===== config.mk =====
export PLATFORM = sky130hd
export DESIGN_NAME = agcr_time_regs
export DESIGN_NICKNAME = d
export VERILOG_FILES = /design/src/agcr_pkg.sv /design/src/agcr_time_regs.sv
export VERILOG_INCLUDE_DIRS = /design/src
export SDC_FILE = /design/constraint.sdc
export NUM_CORES = 1
export LEC_CHECK = 0
export BUFFER_PORTS_ARGS = -buffer_cell sky130_fd_sc_hd__buf_2
export CORE_UTILIZATION = 25
export DETAILED_ROUTE_END_ITERATION = 8
export PLACE_DENSITY = 0.51
export SLEW_MARGIN = 20
export SYNTH_ARGS = -nofsm -noshare
export SYNTH_HDL_FRONTEND = slang
export SYNTH_SLANG_ARGS = --single-unit

===== constraint.sdc =====
create_clock -name clock -period 3.8 [get_ports clock]
set_input_delay 0.57 -clock clock [delete_from_list [all_inputs] [get_ports clock]]
set_output_delay 0.57 -clock clock [all_outputs]
set_load 0.05 [all_outputs]

===== src/agcr_map.svh =====
// Offsets, field positions, reset values and timing figures of the AGC time registers
`ifndef AGCR_MAP_SVH
`define AGCR_MAP_SVH

// ------------------------------------------------------------
// Register offsets
// ------------------------------------------------------------
`define AGCR_OFS_LEFT_DECAY 8'h68
`define AGCR_OFS_RIGHT_ATTACK 8'h69
`define AGCR_OFS_RIGHT_DECAY 8'h6a

// ------------------------------------------------------------
// Field positions and reset value
// ------------------------------------------------------------
`define AGCR_SEL_POS 7
`define AGCR_BASE_MSB 6
`define AGCR_BASE_LSB 5
`define AGCR_MULT_MSB 4
`define AGCR_MULT_LSB 2
`define AGCR_RSVD_MSB 1
`define AGCR_RSVD_LSB 0
`define AGCR_RESET_VALUE 8'h00

// ------------------------------------------------------------
// Baseline times in milliseconds
// ------------------------------------------------------------
`define AGCR_DECAY_MS_0 16'h0032
`define AGCR_DECAY_MS_1 16'h0096
`define AGCR_DECAY_MS_2 16'h00fa
`define AGCR_DECAY_MS_3 16'h015e
`define AGCR_ATTACK_MS_0 16'h0007
`define AGCR_ATTACK_MS_1 16'h0008
`define AGCR_ATTACK_MS_2 16'h000a
`define AGCR_ATTACK_MS_3 16'h000b

// ------------------------------------------------------------
// Clock ratio codes (ratio times two) and decay caps in ms
// ------------------------------------------------------------
`define AGCR_RATIO_1P0 4'h2
`define AGCR_RATIO_1P5 4'h3
`define AGCR_RATIO_2P0 4'h4
`define AGCR_RATIO_2P5 4'h5
`define AGCR_RATIO_3P0 4'h6
`define AGCR_RATIO_3P5 4'h7
`define AGCR_RATIO_4P0 4'h8
`define AGCR_RATIO_4P5 4'h9
`define AGCR_RATIO_5P0 4'ha
`define AGCR_RATIO_5P5 4'hb
`define AGCR_RATIO_6P0 4'hc
`define AGCR_CAP_MS_4P0 16'h0fa0
`define AGCR_CAP_MS_5P6 16'h15e0
`define AGCR_CAP_MS_8P0 16'h1f40
`define AGCR_CAP_MS_9P6 16'h2580
`define AGCR_CAP_MS_11P2 16'h2bc0
`define AGCR_CAP_MS_16P0 16'h3e80
`define AGCR_CAP_MS_19P2 16'h4b00
`define AGCR_CAP_MS_22P4 16'h5780

`endif


===== src/agcr_pkg.sv =====
// Types shared by the AGC time register bank
package agcr_pkg;

	// One AGC timing register, most significant field first
	typedef struct packed {
		logic sel;
		logic [1:0] base;
		logic [2:0] mult;
		logic [1:0] rsvd;
	} agcr_field_t;

	// Register port request
	typedef struct packed {
		logic [7:0] addr;
		logic [7:0] wdata;
		logic wr;
		logic rd;
	} agcr_bus_req_t;

	// Time handed to one AGC channel
	typedef struct packed {
		logic useNew;
		logic [15:0] ms;
	} agcr_agc_time_t;

endpackage : agcr_pkg


===== src/agcr_time_regs.sv =====
// AGC attack and decay time override registers with effective time outputs
//
// The address-and-strobe port is this design's own decision.
`timescale 1ns/1ps
`include "agcr_map.svh"

module agcr_time_regs #(
	parameter int TIME_W = 16
) (
	input wire logic clock,
	input wire logic rst,
	input wire agcr_pkg::agcr_bus_req_t busReq,
	output logic [7:0] rdata,
	input wire logic [3:0] codecClockRatio,
	input wire logic [TIME_W-1:0] legacyLeftDecayMs,
	input wire logic [TIME_W-1:0] legacyRightAttackMs,
	input wire logic [TIME_W-1:0] legacyRightDecayMs,
	output agcr_pkg::agcr_agc_time_t leftDecayTime,
	output agcr_pkg::agcr_agc_time_t rightAttackTime,
	output agcr_pkg::agcr_agc_time_t rightDecayTime
);

	// ------------------------------------------------------------
	// Decode tables
	// ------------------------------------------------------------

	// Baseline decay in ms for a two-bit code
	function automatic logic [TIME_W-1:0] decayBaseMs(input logic [1:0] code);
		logic [TIME_W-1:0] ms;
		ms = TIME_W'(`AGCR_DECAY_MS_0);
		unique case (code)
			2'h0: ms = TIME_W'(`AGCR_DECAY_MS_0);
			2'h1: ms = TIME_W'(`AGCR_DECAY_MS_1);
			2'h2: ms = TIME_W'(`AGCR_DECAY_MS_2);
			2'h3: ms = TIME_W'(`AGCR_DECAY_MS_3);
		endcase
		return ms;
	endfunction : decayBaseMs

	// Baseline attack in ms for a two-bit code
	function automatic logic [TIME_W-1:0] attackBaseMs(input logic [1:0] code);
		logic [TIME_W-1:0] ms;
		ms = TIME_W'(`AGCR_ATTACK_MS_0);
		unique case (code)
			2'h0: ms = TIME_W'(`AGCR_ATTACK_MS_0);
			2'h1: ms = TIME_W'(`AGCR_ATTACK_MS_1);
			2'h2: ms = TIME_W'(`AGCR_ATTACK_MS_2);
			2'h3: ms = TIME_W'(`AGCR_ATTACK_MS_3);
		endcase
		return ms;
	endfunction : attackBaseMs

	// Longest decay allowed at a clock ratio; unknown codes take the tightest cap
	function automatic logic [TIME_W-1:0] decayCapMs(input logic [3:0] ratio);
		logic [TIME_W-1:0] ms;
		ms = TIME_W'(`AGCR_CAP_MS_4P0);
		case (ratio)
			`AGCR_RATIO_1P0: ms = TIME_W'(`AGCR_CAP_MS_4P0);
			`AGCR_RATIO_1P5: ms = TIME_W'(`AGCR_CAP_MS_5P6);
			`AGCR_RATIO_2P0: ms = TIME_W'(`AGCR_CAP_MS_8P0);
			`AGCR_RATIO_2P5: ms = TIME_W'(`AGCR_CAP_MS_9P6);
			`AGCR_RATIO_3P0,
			`AGCR_RATIO_3P5: ms = TIME_W'(`AGCR_CAP_MS_11P2);
			`AGCR_RATIO_4P0,
			`AGCR_RATIO_4P5: ms = TIME_W'(`AGCR_CAP_MS_16P0);
			`AGCR_RATIO_5P0: ms = TIME_W'(`AGCR_CAP_MS_19P2);
			`AGCR_RATIO_5P5,
			`AGCR_RATIO_6P0: ms = TIME_W'(`AGCR_CAP_MS_22P4);
			default: ms = TIME_W'(`AGCR_CAP_MS_4P0);
		endcase
		return ms;
	endfunction : decayCapMs

	// ------------------------------------------------------------
	// Register storage
	// ------------------------------------------------------------

	agcr_pkg::agcr_field_t leftDecayReg;
	agcr_pkg::agcr_field_t rightAttackReg;
	agcr_pkg::agcr_field_t rightDecayReg;

	// Address decode of the register port
	wire logic hitLeftDecay;
	wire logic hitRightAttack;
	wire logic hitRightDecay;
	assign hitLeftDecay = busReq.addr == `AGCR_OFS_LEFT_DECAY;
	assign hitRightAttack = busReq.addr == `AGCR_OFS_RIGHT_ATTACK;
	assign hitRightDecay = busReq.addr == `AGCR_OFS_RIGHT_DECAY;

	// Write enables per register
	wire logic wrLeftDecay;
	wire logic wrRightAttack;
	wire logic wrRightDecay;
	assign wrLeftDecay = busReq.wr && hitLeftDecay;
	assign wrRightAttack = busReq.wr && hitRightAttack;
	assign wrRightDecay = busReq.wr && hitRightDecay;

	// Read mux; unmapped offsets read zero
	wire logic [7:0] next_rdata;
	assign next_rdata = !busReq.rd ? 8'h00 :
		hitLeftDecay ? leftDecayReg :
		hitRightAttack ? rightAttackReg :
		hitRightDecay ? rightDecayReg : 8'h00;

	// Registers hold the full byte; reserved low bits are kept as written
	always_ff @(posedge clock or posedge rst)
	begin
		if (rst)
		begin
			leftDecayReg <= `AGCR_RESET_VALUE;
			rightAttackReg <= `AGCR_RESET_VALUE;
			rightDecayReg <= `AGCR_RESET_VALUE;
		end
		else
		begin
			if (wrLeftDecay)
				leftDecayReg <= busReq.wdata;
			if (wrRightAttack)
				rightAttackReg <= busReq.wdata;
			if (wrRightDecay)
				rightDecayReg <= busReq.wdata;
		end
	end

	// Read data stands only in the cycle after the read strobe
	always_ff @(posedge clock or posedge rst)
	begin
		if (rst)
			rdata <= 8'h00;
		else
			rdata <= next_rdata;
	end

	// ------------------------------------------------------------
	// Effective times
	// ------------------------------------------------------------

	// Baseline shifted by the multiplier code; 350 ms times 128 fits 16 bits
	wire logic [TIME_W-1:0] leftDecayRaw;
	wire logic [TIME_W-1:0] rightAttackRaw;
	wire logic [TIME_W-1:0] rightDecayRaw;
	assign leftDecayRaw = decayBaseMs(leftDecayReg.base) << leftDecayReg.mult;
	assign rightAttackRaw = attackBaseMs(rightAttackReg.base) << rightAttackReg.mult;
	assign rightDecayRaw = decayBaseMs(rightDecayReg.base) << rightDecayReg.mult;

	// Ratio cap applies to decay only
	wire logic [TIME_W-1:0] decayCap;
	wire logic [TIME_W-1:0] leftDecayNew;
	wire logic [TIME_W-1:0] rightDecayNew;
	assign decayCap = decayCapMs(codecClockRatio);
	assign leftDecayNew = (leftDecayRaw > decayCap) ? decayCap : leftDecayRaw;
	assign rightDecayNew = (rightDecayRaw > decayCap) ? decayCap : rightDecayRaw;

	// Select between legacy timing and this bank
	agcr_pkg::agcr_agc_time_t next_leftDecayTime;
	agcr_pkg::agcr_agc_time_t next_rightAttackTime;
	agcr_pkg::agcr_agc_time_t next_rightDecayTime;
	assign next_leftDecayTime = {leftDecayReg.sel,
		leftDecayReg.sel ? leftDecayNew : legacyLeftDecayMs};
	assign next_rightAttackTime = {rightAttackReg.sel,
		rightAttackReg.sel ? rightAttackRaw : legacyRightAttackMs};
	assign next_rightDecayTime = {rightDecayReg.sel,
		rightDecayReg.sel ? rightDecayNew : legacyRightDecayMs};

	// Times to the AGC channels come from flip-flops
	always_ff @(posedge clock or posedge rst)
	begin
		if (rst)
		begin
			leftDecayTime <= '0;
			rightAttackTime <= '0;
			rightDecayTime <= '0;
		end
		else
		begin
			leftDecayTime <= next_leftDecayTime;
			rightAttackTime <= next_rightAttackTime;
			rightDecayTime <= next_rightDecayTime;
		end
	end
endmodule : agcr_time_regs


---- After elaboration in Yosys (flattened, before gate mapping) ----
Memories as Yosys holds them, arrays and structs flattened.
Index checks and enable logic that the tools add are counted.
storage, ports and cells
  input bits .............................. 72
  memories kept ........................... 1
  latch bits .............................. 0
  output and inout port bits .............. 59
  flip-flop bits (word level) ............. 83
  memory bits (read-only) ................. 160
  RAM bits ................................ 0
operators by class
  muxes and demuxes ....................... 12
  bitwise operators ....................... 0
  divide/modulo/power cells ............... 0
  $lt $le $gt $ge ......................... 2
  reductions and logical operators ........ 6
  equal/unequal tests ..................... 12
  $add $sub $neg .......................... 0
  multiply operators ...................... 0
  shifts and indexed selects .............. 3
memory list
  memory            words  width  read ports  clocked after Yosys merged registers in  wr ports  line                  RTL
  (name not given)  16     10     1           0                                        0         agcr_time_regs.sv:57  case (ratio)
operators with widths
  cell                                                  count
  case mux 16 bit (4 select lines)                      3
  2-to-1 mux 16 bit                                     5
  left shift 16 x 3 -> 16 bit                           3
  greater-than comparator 16 bit                        2
  2-to-1 mux 8 bit                                      4
  equality test 8 x 7 -> 1 bit (second input constant)  3
  equality test 2 bit (second input constant)           6
  equality test 2 x 1 -> 1 bit (second input constant)  3
  zero test 2 bit                                       3
  logical AND 1 bit                                     3

---- Depth between registers and ports, before layout ----
Gate-level depths: netlist of run 1.
  word-level depth ........................ 6
  gate-level depth with buffers ........... 13

---- Worst setup path before layout of run 1 ----
Ideal clock, no wire load.
  path kind ............................... flip-flop to flip-flop
  from .................................... register rightDecayReg[5] (netlist bit)
  to ...................................... register rightDecayTime[13] (netlist bit)
  library setup time ...................... 134 ps
  period minus slack after synthesis ...... 3228 ps
  path buffers ............................ 2
  arrival time ............................ 3094 ps
  data required time ...................... 3666 ps
  stages on the path, launching flop included .. 13
  setup slack ............................. 572 ps
  cells stage by stage .................... dfrtp_1 ha_1 buf_4 or3b_2 a21oi_1 o31ai_1 ha_1 nand4_1 or2_2 or4_1 buf_6 a21oi_1 o31ai_1
RTL lines
  what                      line                   RTL
  start: declaration        agcr_time_regs.sv:80   agcr_pkg::agcr_field_t rightDecayReg;
  start signal: assignment  agcr_time_regs.sv:112  rightDecayReg <= `AGCR_RESET_VALUE;
  start signal: assignment  agcr_time_regs.sv:121  rightDecayReg <= busReq.wdata;
  end signal: assignment    agcr_time_regs.sv:178  rightDecayTime <= next_rightDecayTime;
  end: declaration          agcr_time_regs.sv:20   output agcr_pkg::agcr_agc_time_t rightDecayTime

==> implementation parameters, run 1 <==
Parameter                              Value

Pwr
  Worst supply voltage drop on vdd ... 0.202 mV
  Total power of the final layout ... 2.29 mW
  Power per cell area ... 358 nW/um^2
  Static Leakage ... 3.01 nW

CTS
  Root buffer selected by CTS ... sky130_fd_sc_hd__clkbuf_16
  H-tree levels ... 3
  Buffer levels on the longest clock path ... 2
  Post-CTS Hold Buffers ... 0
  Total clock buffers created by CTS ... 9
  Clock transition at path regs ... 70 ps
  Clock sink count ... 83
  Clock insertion delay at the later pin of the skew report ... 350 ps
  TritonCTS clock tree ... yes

Timing
  Least-Margin Pin Slew ... 932 ps
  Final max-slew violation count ... 0
  Final hold violation count ... 0
  Post-layout minimum cycle time ... 3510 ps
  Portion of the clock cycle consumed by the worst path in the final layout ... 92.3%
  Slew HR ... 37.8%
  Aggregate negative setup slack ... 0 ps
  Unrepaired setup endpoints after global routing ... no
  Clock Skew ... 6.31 ps
  Maximum operating frequency ... 285 MHz
  Final setup vio count ... 0

Route
  Pre-antenna DRT Iters ... 4
  DRC marker count from the first detailed-route iteration ... 178
  DRC viols ... 0
  Wire length reported by the detailed router ... 14900 um
  Post-DR vias/cell ... 4.79
  Avg WL per Cell ... 16.2 um
  Number of vias after detailed routing ... 4398
  Antenna violation net count after detailed routing ... 0

Synth
  Number of flops mapped to enable cells by yosys ... 0
  Post-Synth Adder-Cell Area ... 7.46%
  Most used DFF post-synth ... sky130_fd_sc_hd__dfrtp_1
  Mean cell area of the mapped netlist ... 9.89 um^2
  Share of the yosys chip area belonging to registers ... 39.9%
  Count of distinct cell types in the synthesized netlist ... 75
  Xor and xnor fraction of the mapped netlist area ... 0.168%
  Simple-gate share of the synthesized area ... 18.3%
  Flops & latches, synth ... 83
  Post-synthesis mux area share ... 9.55%
  Cell Area, Synth ... 5200 um^2
  Post-synth net total ... 629
  Largest family of logic cells by synthesized area ... compound AO/OA/AOI/OAI gates
  Count of yosys warnings during synthesis ... 0
  Gate Count Post-Synth ... 526
  Compound-Gate Fraction of Synth Area ... 18.4%
  FFs w/ async S/R, synth ... 100%

Cells and area
  Storage cell area ... 2080 um^2
  Antenna diode count ... 0
  Fillers ... 2170
  Fraction of final layout cells sized beyond drive strength 1 ... 33.4%
  Area added between synthesis and finish ... 23.3%
  Area taken by multi-input logic gates ... 2800 um^2
  Net total in the final layout ... 747

Worst setup path
  CP Max Fanout ... 9
  Worst path arrival time ... 3750 ps
  Kind of end point of the critical path ... register
  Startpoint class of the critical path ... register
  Required time of the critical path ... 4040 ps
  Critical path start-end classification ... register to register

Floorplan
  Die area ... 21400 um^2
  Number of placement rows ... 52
  Area of the core ... 20300 um^2
  Die height ... 146 um
  I/O pin count ... 131
  Chip width ... 146 um
  Initial core utilization ... 25.6%

Outcome
  Status ... completed

Global routing
  Vias in the first global route ... 4321
  Final global-route overflow total ... 0
  GRT Resource Usage Total ... 14.3%
  Initial antenna violation count ... 0
  First-pass GRT wire length ... 23600 um
  Largest net degree at the start of global routing ... 52

Placed design
  Final GP Congestion ... 0.807
  Number of input and output port buffers inserted ... 130
  Half-perimeter wire length after detailed placement ... 11100 um

Hold path
  Type of the worst min-delay path ... primary input to asynchronous set/reset pin

Job
  Number of max-cap violations ... 0
-- where the power goes --
| group | switching (mW) | internal (mW) | total [mW] |
|---|---|---|---|
| clock | 0.415 | 0.455 | 0.870 |
| sequential | 0.0355 | 0.925 | 0.960 |
| combinational | 0.304 | 0.159 | 0.464 |
-- cell families (layout without fill, tap and decap cells) --
family	Yosys count	after routing
AOI/OAI and AO/OA	131	131
xor gates and xnor gates	1	1
adders and majority gates	31	31
buffers and inverters	77	200
DFF	83	83
muxes	42	42
and+or+nand+nor	161	161
-- layout make-up --
type,count,area share [%]
Clock buffer,9,3.51
Clock inverter,7,0.956
Tap cell,270,5.27
Inverter,43,2.54
Timing Repair Buffer,141,11.6
Sequential cell,83,32.4
Multi-Input combinational cell,366,43.7
-- flip-flops by register name, summed over array words and instances (netlist names), 7 cells and up --
signal and flops:
leftDecayTime 17, rightAttackTime 17, rightDecayTime 17, leftDecayReg 8
rdata 8, rightAttackReg 7, rightDecayReg 7
-- routing by layer --
layer	share of wire, %	track usage [%]	vias up
met4	0.69	4.22	0
li1	-	-	2175
met5	0	0	-
met1	49	19.9	2090
met2	44	21.8	127
met3	5.8	3.69	6
-- synthesized netlist by cell type (all sizes together), types with 3 or more instances --
master | number | area, um^2
a211o | 5 | 53.8
a211oi | 5 | 50.1
a21o | 4 | 30.0
a21oi | 20 | 100
a31oi | 8 | 50.1
and3 | 4 | 25.0
buf | 10 | 71.3
clkbuf | 24 | 91.3
dfrtp | 83 | 2080
ha | 31 | 388
inv | 42 | 158
mux2 | 31 | 349
mux2i | 8 | 80.1
mux4 | 3 | 67.6
nand2 | 25 | 101
nand2b | 6 | 37.5
nand3 | 11 | 55.1
nand3b | 3 | 22.5
nand4 | 8 | 50.1
nor2 | 38 | 145
nor2b | 21 | 131
nor3 | 7 | 35.0
nor3b | 5 | 37.5
nor4 | 3 | 48.8
nor4b | 7 | 76.3
o211ai | 12 | 90.1
o21ai | 24 | 124
o21bai | 4 | 30.0
o22ai | 4 | 25.0
o2bb2ai | 4 | 35.0
o311ai | 10 | 87.6
o31ai | 5 | 37.5
o32ai | 6 | 60.1
or2 | 4 | 25.0
or3 | 6 | 37.5
or4 | 3 | 30.0
-- what timing repair did --
action / 4_1_cts / 5_1_grt
buffers inserted: 0 / 0
gates resized for setup: 0 / 1
setup endpoints to repair: 0 / 5
-- placed cells by master (no fill, tap or decap), types with 3 or more instances in the layout --
cell / n
sky130_fd_sc_hd__mux2i_1: 8
sky130_fd_sc_hd__ha_1: 31
sky130_fd_sc_hd__nor3_1: 7
sky130_fd_sc_hd__o21bai_1: 4
sky130_fd_sc_hd__clkbuf_16: 9
sky130_fd_sc_hd__or4_4: 3
sky130_fd_sc_hd__nand3_1: 11
sky130_fd_sc_hd__o311ai_0: 9
sky130_fd_sc_hd__o2bb2ai_1: 4
sky130_fd_sc_hd__mux4_2: 3
sky130_fd_sc_hd__o31ai_1: 5
sky130_fd_sc_hd__nand2b_1: 6
sky130_fd_sc_hd__dfrtp_1: 83
sky130_fd_sc_hd__o21ai_0: 23
sky130_fd_sc_hd__o22ai_1: 4
sky130_fd_sc_hd__a21o_1: 4
sky130_fd_sc_hd__nor3b_1: 5
sky130_fd_sc_hd__buf_4: 10
sky130_fd_sc_hd__o32ai_1: 5
sky130_fd_sc_hd__or2_2: 4
sky130_fd_sc_hd__buf_2: 130
sky130_fd_sc_hd__nand4_1: 8
sky130_fd_sc_hd__a211oi_1: 4
sky130_fd_sc_hd__a21oi_1: 20
sky130_fd_sc_hd__and3_1: 4
sky130_fd_sc_hd__nand3b_1: 3
sky130_fd_sc_hd__a31oi_1: 8
sky130_fd_sc_hd__or3_1: 6
sky130_fd_sc_hd__nor2_1: 37
sky130_fd_sc_hd__mux2_2: 31
sky130_fd_sc_hd__nand2_1: 24
sky130_fd_sc_hd__nor4b_1: 6
sky130_fd_sc_hd__inv_1: 40
sky130_fd_sc_hd__a211o_1: 3
sky130_fd_sc_hd__nor2b_1: 21
sky130_fd_sc_hd__o211ai_1: 12
-- worst max-delay path, cell delays in order (launching register included) --
cell and delay, ps:
sky130_fd_sc_hd__dfrtp_1 460, sky130_fd_sc_hd__inv_1 110, sky130_fd_sc_hd__ha_1 300, sky130_fd_sc_hd__or3b_2 460, sky130_fd_sc_hd__a21oi_1 200, sky130_fd_sc_hd__o31ai_1 140
sky130_fd_sc_hd__ha_1 350, sky130_fd_sc_hd__nand4_1 100, sky130_fd_sc_hd__or2_2 330, sky130_fd_sc_hd__nor4_4 500, sky130_fd_sc_hd__nor2_2 130, sky130_fd_sc_hd__o32ai_1 320
-- metrics by stage --
stage / utilization, % / area [um^2] / hold WS [ps] / cells / setup WS, ps
after floorplan: - / 5200 / 352 / 526 / 572
after global placement: 30.2 / 6120 / 488 / 903 / 311
after detailed placement: 30.2 / 6120 / 494 / 903 / 225
after CTS: 31.6 / 6410 / 416 / 919 / 205
after global routing: 31.6 / 6410 / 430 / 919 / 47.7
final: 31.6 / 6410 / 391 / 919 / 291
-- final timing paths --
path	startpoint	endpoint	slack, ps	cells past startpoint
max in group asynchronous	rst	rightDecayReg[2]	2710	3
min in group clock	legacyRightDecayMs[13]	rightDecayTime[13]	430	3
hold reg to reg	leftDecayReg[1]	leftDecayReg[1]	510	1
setup reg to reg	rightDecayReg[5]	rightDecayTime[2]	290	11
setup / recovery	rightDecayReg[5]	rightDecayTime[2]	290	11
hold / removal	rst	rightAttackTime[16]	390	2
No activity file was read; power rests on OpenSTA's default activity.
==> run 2, diff against run 1 <==
CORE_UTILIZATION = 45   (was 25)
PLACE_DENSITY = 0.76   (was 0.51)
==> implementation parameters, run 2 (same netlist as run 1, synthesis figures left out) <==
Parameter                              Value

Placed design
  Half-perimeter wire length after detailed placement ... 10000 um (was 11100 um)
  Final GP Congestion ... 0.909 (was 0.807)
  Placed instance count ... 768 (was 903)
  Number of input and output port buffers inserted ... 130 (unchanged)

Timing
  Slew HR ... 47.3% (was 37.8%)
  Maximum operating frequency ... 281 MHz (was 285 MHz)
  Least-Margin Pin Slew ... 790 ps (was 932 ps)
  Final setup vio count ... 0 (unchanged)
  Final max-slew violation count ... 0 (unchanged)
  Post-layout minimum cycle time ... 3560 ps (was 3510 ps)
  Portion of the clock cycle consumed by the worst path in the final layout ... 93.6% (was 92.3%)
  Aggregate negative setup slack ... 0 ps (unchanged)
  Unrepaired setup endpoints after global routing ... no (unchanged)
  Clock Skew ... 5.61 ps (was 6.31 ps)
  Final hold violation count ... 0 (unchanged)

Global routing
  Final global-route overflow total ... 0 (unchanged)
  Vias in the first global route ... 4442 (was 4321)
  GRT Resource Usage Total ... 23.5% (was 14.3%)
  Largest net degree at the start of global routing ... 30 (was 52)
  Initial antenna violation count ... 0 (unchanged)
  First-pass GRT wire length ... 21600 um (was 23600 um)

Floorplan
  Area of the core ... 11000 um^2 (was 20300 um^2)
  I/O pin count ... 131 (unchanged)
  Initial core utilization ... 47.2% (was 25.6%)
  Chip width ... 110 um (was 146 um)
  Die area ... 12000 um^2 (was 21400 um^2)
  Number of placement rows ... 38 (was 52)
  Die height ... 110 um (was 146 um)

CTS
  H-tree levels ... 3 (unchanged)
  Clock transition at path regs ... 60 ps (was 70 ps)
  Clock insertion delay at the later pin of the skew report ... 340 ps (was 350 ps)
  Root buffer selected by CTS ... sky130_fd_sc_hd__clkbuf_16 (unchanged)
  Clock sink count ... 83 (unchanged)
  Buffer levels on the longest clock path ... 2 (unchanged)
  Total clock buffers created by CTS ... 9 (unchanged)
  TritonCTS clock tree ... yes (unchanged)
  Post-CTS Hold Buffers ... 0 (unchanged)

Worst setup path
  Startpoint class of the critical path ... register (unchanged)
  CP startpoint ... rightDecayReg[5] (unchanged)
  R2R Path Start ... rightDecayReg[5] (unchanged)
  Crit path capture ... rightDecayTime[8] (was rightDecayTime[2])
  Worst reg-to-reg setup slack ... 240 ps (was 290 ps)
  Worst reg2reg endpoint ... rightDecayTime[8] (was rightDecayTime[2])
  Kind of end point of the critical path ... register (unchanged)
  Critical path start-end classification ... register to register (unchanged)
  Worst Reg2Reg Path Length in Cells ... 11 (unchanged)
  Worst path arrival time ... 3740 ps (was 3750 ps)
  CP Max Fanout ... 7 (was 9)
  Required time of the critical path ... 3990 ps (was 4040 ps)

Route
  Number of vias after detailed routing ... 4577 (was 4398)
  DRC viols ... 0 (unchanged)
  Post-DR vias/cell ... 5.83 (was 4.79)
  Pre-antenna DRT Iters ... 5 (was 4)
  DRC marker count from the first detailed-route iteration ... 263 (was 178)
  Avg WL per Cell ... 16.9 um (was 16.2 um)
  Antenna violation net count after detailed routing ... 0 (unchanged)
  Wire length reported by the detailed router ... 13300 um (was 14900 um)

Cells and area
  Area added between synthesis and finish ... 19.8% (was 23.3%)
  Net total in the final layout ... 743 (was 747)
  Fillers ... 990 (was 2170)
  Fraction of final layout cells sized beyond drive strength 1 ... 32.9% (was 33.4%)
  Commonest non-fill, non-tap cells in the layout ... 130 x sky130_fd_sc_hd__buf_2, 83 x sky130_fd_sc_hd__dfrtp_1, 40 x sky130_fd_sc_hd__inv_1 (unchanged)
  Antenna diode count ... 0 (unchanged)
  Commonest non-fill, non-tap cell in the layout ... sky130_fd_sc_hd__buf_2 (unchanged)
  Post-route non-filler standard cell count ... 785 (was 919)
  Registers with the most flip-flops ... leftDecayTime (17), rightAttackTime (17), rightDecayTime (17) (unchanged)

Pwr
  Worst supply voltage drop on vdd ... 0.324 mV (was 0.202 mV)
  Static Leakage ... 3.00 nW (was 3.01 nW)
  Total power of the final layout ... 2.33 mW (was 2.29 mW)
  Power per cell area ... 373 nW/um^2 (was 358 nW/um^2)

Job
  Number of max-cap violations ... 0 (unchanged)

Outcome
  Status ... completed (unchanged)

Hold path
  Type of the worst min-delay path ... primary input to asynchronous set/reset pin (unchanged)
[run 2: cell type report]
class | count | area [um^2] | share of cell area (%)
clock buffers | 10 | 239 | 3.84
clock inverters | 6 | 72.6 | 1.16
inverters | 43 | 163 | 2.61
multi-input cells | 366 | 2800 | 44.9
flip-flops and latches | 83 | 2080 | 33.3
well taps | 140 | 175 | 2.81
repair buffers | 137 | 703 | 11.3
[run 2: routing by layer]
layer | track usage [%] | share of wire, %
met5 | 0 | 0
met1 | 30.3 | 44
met4 | 8.38 | 1.8
met3 | 5.63 | 7.2
met2 | 38.4 | 47
[run 2: critical path: stages (launching register included)]
cell,delay (ps)
sky130_fd_sc_hd__dfrtp_1,430
sky130_fd_sc_hd__inv_1,100
sky130_fd_sc_hd__ha_1,300
sky130_fd_sc_hd__or3b_2,460
sky130_fd_sc_hd__a21oi_1,210
sky130_fd_sc_hd__o31ai_1,140
sky130_fd_sc_hd__ha_1,360
sky130_fd_sc_hd__nand4_1,100
sky130_fd_sc_hd__or2_2,320
sky130_fd_sc_hd__or4_1,690
sky130_fd_sc_hd__nand2_4,160
sky130_fd_sc_hd__o311ai_0,120
[run 2: what timing repair did]
action,4_1_cts,5_1_grt
setup endpoints to repair,0,7
resized for setup,0,1
setup buffers,0,1
[run 2: worst min-delay path by stage]
| stage | start | slack (ps) | end | depth (start not counted) |
|---|---|---|---|---|
| 2_1_floorplan | next_rightAttackTime[16] | 350 | rightAttackTime[16] | 0 |
| 3_3_place_gp | leftDecayReg[0] | 490 | leftDecayReg[0] | 1 |
| 3_5_place_dp | rightAttackReg[6] | 500 | rightAttackReg[6] | 1 |
| 4_1_cts | rst | 230 | rightAttackTime[6] | 2 |
| 5_1_grt | rst | 260 | rightAttackTime[16] | 2 |
| 6_report | rst | 230 | rightAttackTime[10] | 2 |
[run 2: stage by stage]
stage | setup slack [ps] | hold WS, ps | utilization (%) | instance area, um^2
floorplan | 572 | 352 | - | 5200
global placement | 379 | 490 | 53.6 | 5910
detailed placement | 284 | 495 | 53.6 | 5910
CTS | 269 | 231 | 56.4 | 6220
global route | 54.4 | 260 | 56.5 | 6230
finish | 244 | 225 | 56.5 | 6230
[run 2: power by group]
part	switching, mW	leakage [nW]	internal [mW]
combinational	0.299	1.80	0.155
clock	0.374	0.150	0.534
sequential	0.0370	1.04	0.925
==> run 3, diff against run 2 <==
CORE_MARGIN = 8   (was not set)
GPL_TIMING_DRIVEN = 0   (was not set)
SLEW_MARGIN = 15   (was 20)
==> implementation parameters, run 3 (same netlist as run 1, synthesis figures left out) <==
Parameter                              Value

Route
  Met1 routed wirelength after detailed routing ... 6190 um (was 5800 um)
  Number of vias after detailed routing ... 4545 (was 4577)
  Avg WL per Cell ... 17.5 um (was 16.9 um)
  Post-DR vias/cell ... 5.60 (was 5.83)
  Wire length reported by the detailed router ... 14200 um (was 13300 um)
  DRC viols ... 0 (unchanged)
  DRC marker count from the first detailed-route iteration ... 298 (was 263)
  Top layer in use ... met4 (unchanged)
  Pre-antenna DRT Iters ... 4 (was 5)
  Antenna violation net count after detailed routing ... 0 (unchanged)
  Routed wire length on met2 ... 6500 um (was 6270 um)
  Sum of met3 wire segment lengths after detailed routing ... 1260 um (was 954 um)

Pwr
  Static Leakage ... 3.03 nW (was 3.00 nW)
  Worst supply voltage drop on vdd ... 0.248 mV (was 0.324 mV)
  Power per cell area ... 362 nW/um^2 (was 373 nW/um^2)

Cells and area
  Fraction of final layout cells sized beyond drive strength 1 ... 32.0% (was 32.9%)
  Commonest non-fill, non-tap cells in the layout ... 132 x sky130_fd_sc_hd__buf_2, 82 x sky130_fd_sc_hd__dfrtp_1, 40 x sky130_fd_sc_hd__inv_1 (was 130 x sky130_fd_sc_hd__buf_2, 83 x sky130_fd_sc_hd__dfrtp_1, 40 x sky130_fd_sc_hd__inv_1)
  Post-layout utilization of the core ... 55.8% (was 56.5%)
  Net total in the final layout ... 767 (was 743)
  Antenna diode count ... 0 (unchanged)
  Area added between synthesis and finish ... 21.9% (was 19.8%)
  Registers with the most flip-flops ... leftDecayTime (17), rightAttackTime (17), rightDecayTime (17) (unchanged)
  Commonest non-fill, non-tap cell in the layout ... sky130_fd_sc_hd__buf_2 (unchanged)
  Fillers ... 991 (was 990)

Timing
  Final setup vio count ... 0 (unchanged)
  Slew HR ... 39.2% (was 47.3%)
  Aggregate negative setup slack ... 0 ps (unchanged)
  Final max-slew violation count ... 0 (unchanged)
  Clock Skew ... 6.11 ps (was 5.61 ps)
  Final hold violation count ... 0 (unchanged)
  Post-layout minimum cycle time ... 3590 ps (was 3560 ps)
  Least-Margin Pin Slew ... 910 ps (was 790 ps)
  Portion of the clock cycle consumed by the worst path in the final layout ... 94.4% (was 93.6%)
  Unrepaired setup endpoints after global routing ... no (unchanged)
  Maximum operating frequency ... 279 MHz (was 281 MHz)
  Final Hold Slack ... 214 ps (was 225 ps)

Floorplan
  Die height ... 124 um (was 110 um)
  Chip width ... 124 um (was 110 um)
  Die area ... 15300 um^2 (was 12000 um^2)
  Area of the core ... 11400 um^2 (was 11000 um^2)
  I/O pin count ... 131 (unchanged)
  Initial core utilization ... 45.7% (was 47.2%)
  Number of placement rows ... 39 (was 38)

Placed design
  Final GP Congestion ... 0.883 (was 0.909)
  Number of input and output port buffers inserted ... 126 (was 130)
  Half-perimeter wire length after detailed placement ... 11200 um (was 10000 um)

Global routing
  Largest net degree at the start of global routing ... 54 (was 30)
  GRT Resource Usage Total ... 19.2% (was 23.5%)
  Initial antenna violation count ... 0 (unchanged)
  Vias in the first global route ... 4638 (was 4442)
  Final global-route overflow total ... 0 (unchanged)
  First-pass GRT wire length ... 23000 um (was 21600 um)

Job
  Number of max-cap violations ... 0 (unchanged)

CTS
  TritonCTS clock tree ... yes (unchanged)
  Total clock buffers created by CTS ... 9 (unchanged)
  Clock insertion delay at the later pin of the skew report ... 350 ps (was 340 ps)
  Clock sink count ... 83 (unchanged)
  Clock transition at path regs ... 60 ps (about the same)
  Post-CTS setup buffers ... 0 (unchanged)
  Buffer levels on the longest clock path ... 2 (unchanged)
  H-tree levels ... 3 (unchanged)
  Root buffer selected by CTS ... sky130_fd_sc_hd__clkbuf_16 (unchanged)

Worst setup path
  Kind of end point of the critical path ... register (unchanged)
  Critical path start-end classification ... register to register (unchanged)
  CP Max Fanout ... 9 (was 7)
  Startpoint class of the critical path ... register (unchanged)
  Required time of the critical path ... 4040 ps (was 3990 ps)
  Worst path arrival time ... 3820 ps (was 3740 ps)

Outcome
  Status ... completed (unchanged)

Hold path
  Type of the worst min-delay path ... primary input to asynchronous set/reset pin (unchanged)
## run 3: cell types whose count changed in the layout (fill, tap and decap cells not counted), moves of 2 or more
cell                       before  now
sky130_fd_sc_hd__buf_2        130  132
sky130_fd_sc_hd__buf_4          7    1
sky130_fd_sc_hd__buf_6          0    3
sky130_fd_sc_hd__clkbuf_1       0   23
sky130_fd_sc_hd__clkbuf_8       1    3
## run 3: metal layers
layer / vias to the layer above / track usage [%]
li1: 2203 / -
met1: 2146 / 24.5
met2: 175 / 30.3
met3: 21 / 5.16
met4: 0 / 7.30
met5: - / 0
## run 3: worst paths after layout
| path | cells past startpoint | startpoint | slack (ps) | endpoint |
|---|---|---|---|---|
| hold / removal | 2 | rst | 210 | rdata[2] |
| max in group asynchronous | 3 | rst | 2990 | rightDecayReg[5] |
| setup / recovery | 11 | rightDecayReg[6] | 210 | rightDecayTime[1] |
| hold reg to reg | 0 | next_rightAttackTime[16] | 370 | rightAttackTime[16] |
| setup reg to reg | 11 | rightDecayReg[6] | 210 | rightDecayTime[1] |
| min in group clock | 0 | next_rightAttackTime[16] | 370 | rightAttackTime[16] |
## run 3: repair_timing
action                                  4_1_cts  5_1_grt
hold buffers                                  0        0
gates resized for setup                       0        2
endpoints found under the setup margin        0       19
endpoints found under the hold margin         0        0
## run 3: layout make-up
class	instances	area [um^2]	area share [%]
Timing Repair Buffer	127	658	10.4
Clock inverter	4	32.5	0.513
Tap cell	143	179	2.82
Buffer	34	163	2.57
Clock buffer	12	267	4.20
Multi-Input combinational cell	366	2800	44.2
Sequential cell	83	2080	32.8
Inverter	43	164	2.58
## run 3: critical path, cell delays in order, from the launching register on
cell and delay (ps):
sky130_fd_sc_hd__dfrtp_1 480, sky130_fd_sc_hd__ha_1 220, sky130_fd_sc_hd__buf_4 160, sky130_fd_sc_hd__or3b_2 460
sky130_fd_sc_hd__a21oi_1 210, sky130_fd_sc_hd__o31ai_1 160, sky130_fd_sc_hd__ha_1 360, sky130_fd_sc_hd__nand4_1 130
sky130_fd_sc_hd__or2_2 340, sky130_fd_sc_hd__nor4_4 500, sky130_fd_sc_hd__nor2_2 130, sky130_fd_sc_hd__o32ai_1 340
## run 3: metrics by stage
stage | std cells | cell area (um^2) | setup slack [ps] | power (mW)
floorplan | 526 | 5200 | 572 | 1.30
global placement | 795 | 6010 | 206 | 1.43
detailed placement | 796 | 6040 | 197 | 1.44
CTS | 812 | 6340 | 179 | 2.31
global route | 812 | 6340 | 34.7 | 2.40
finish | 812 | 6340 | 211 | 2.29
## run 3: where the power goes
part | switching [mW] | internal (mW)
Combinational | 0.319 | 0.161
Sequential | 0.0213 | 0.926
Clock | 0.367 | 0.500
Total | 0.708 | 1.59
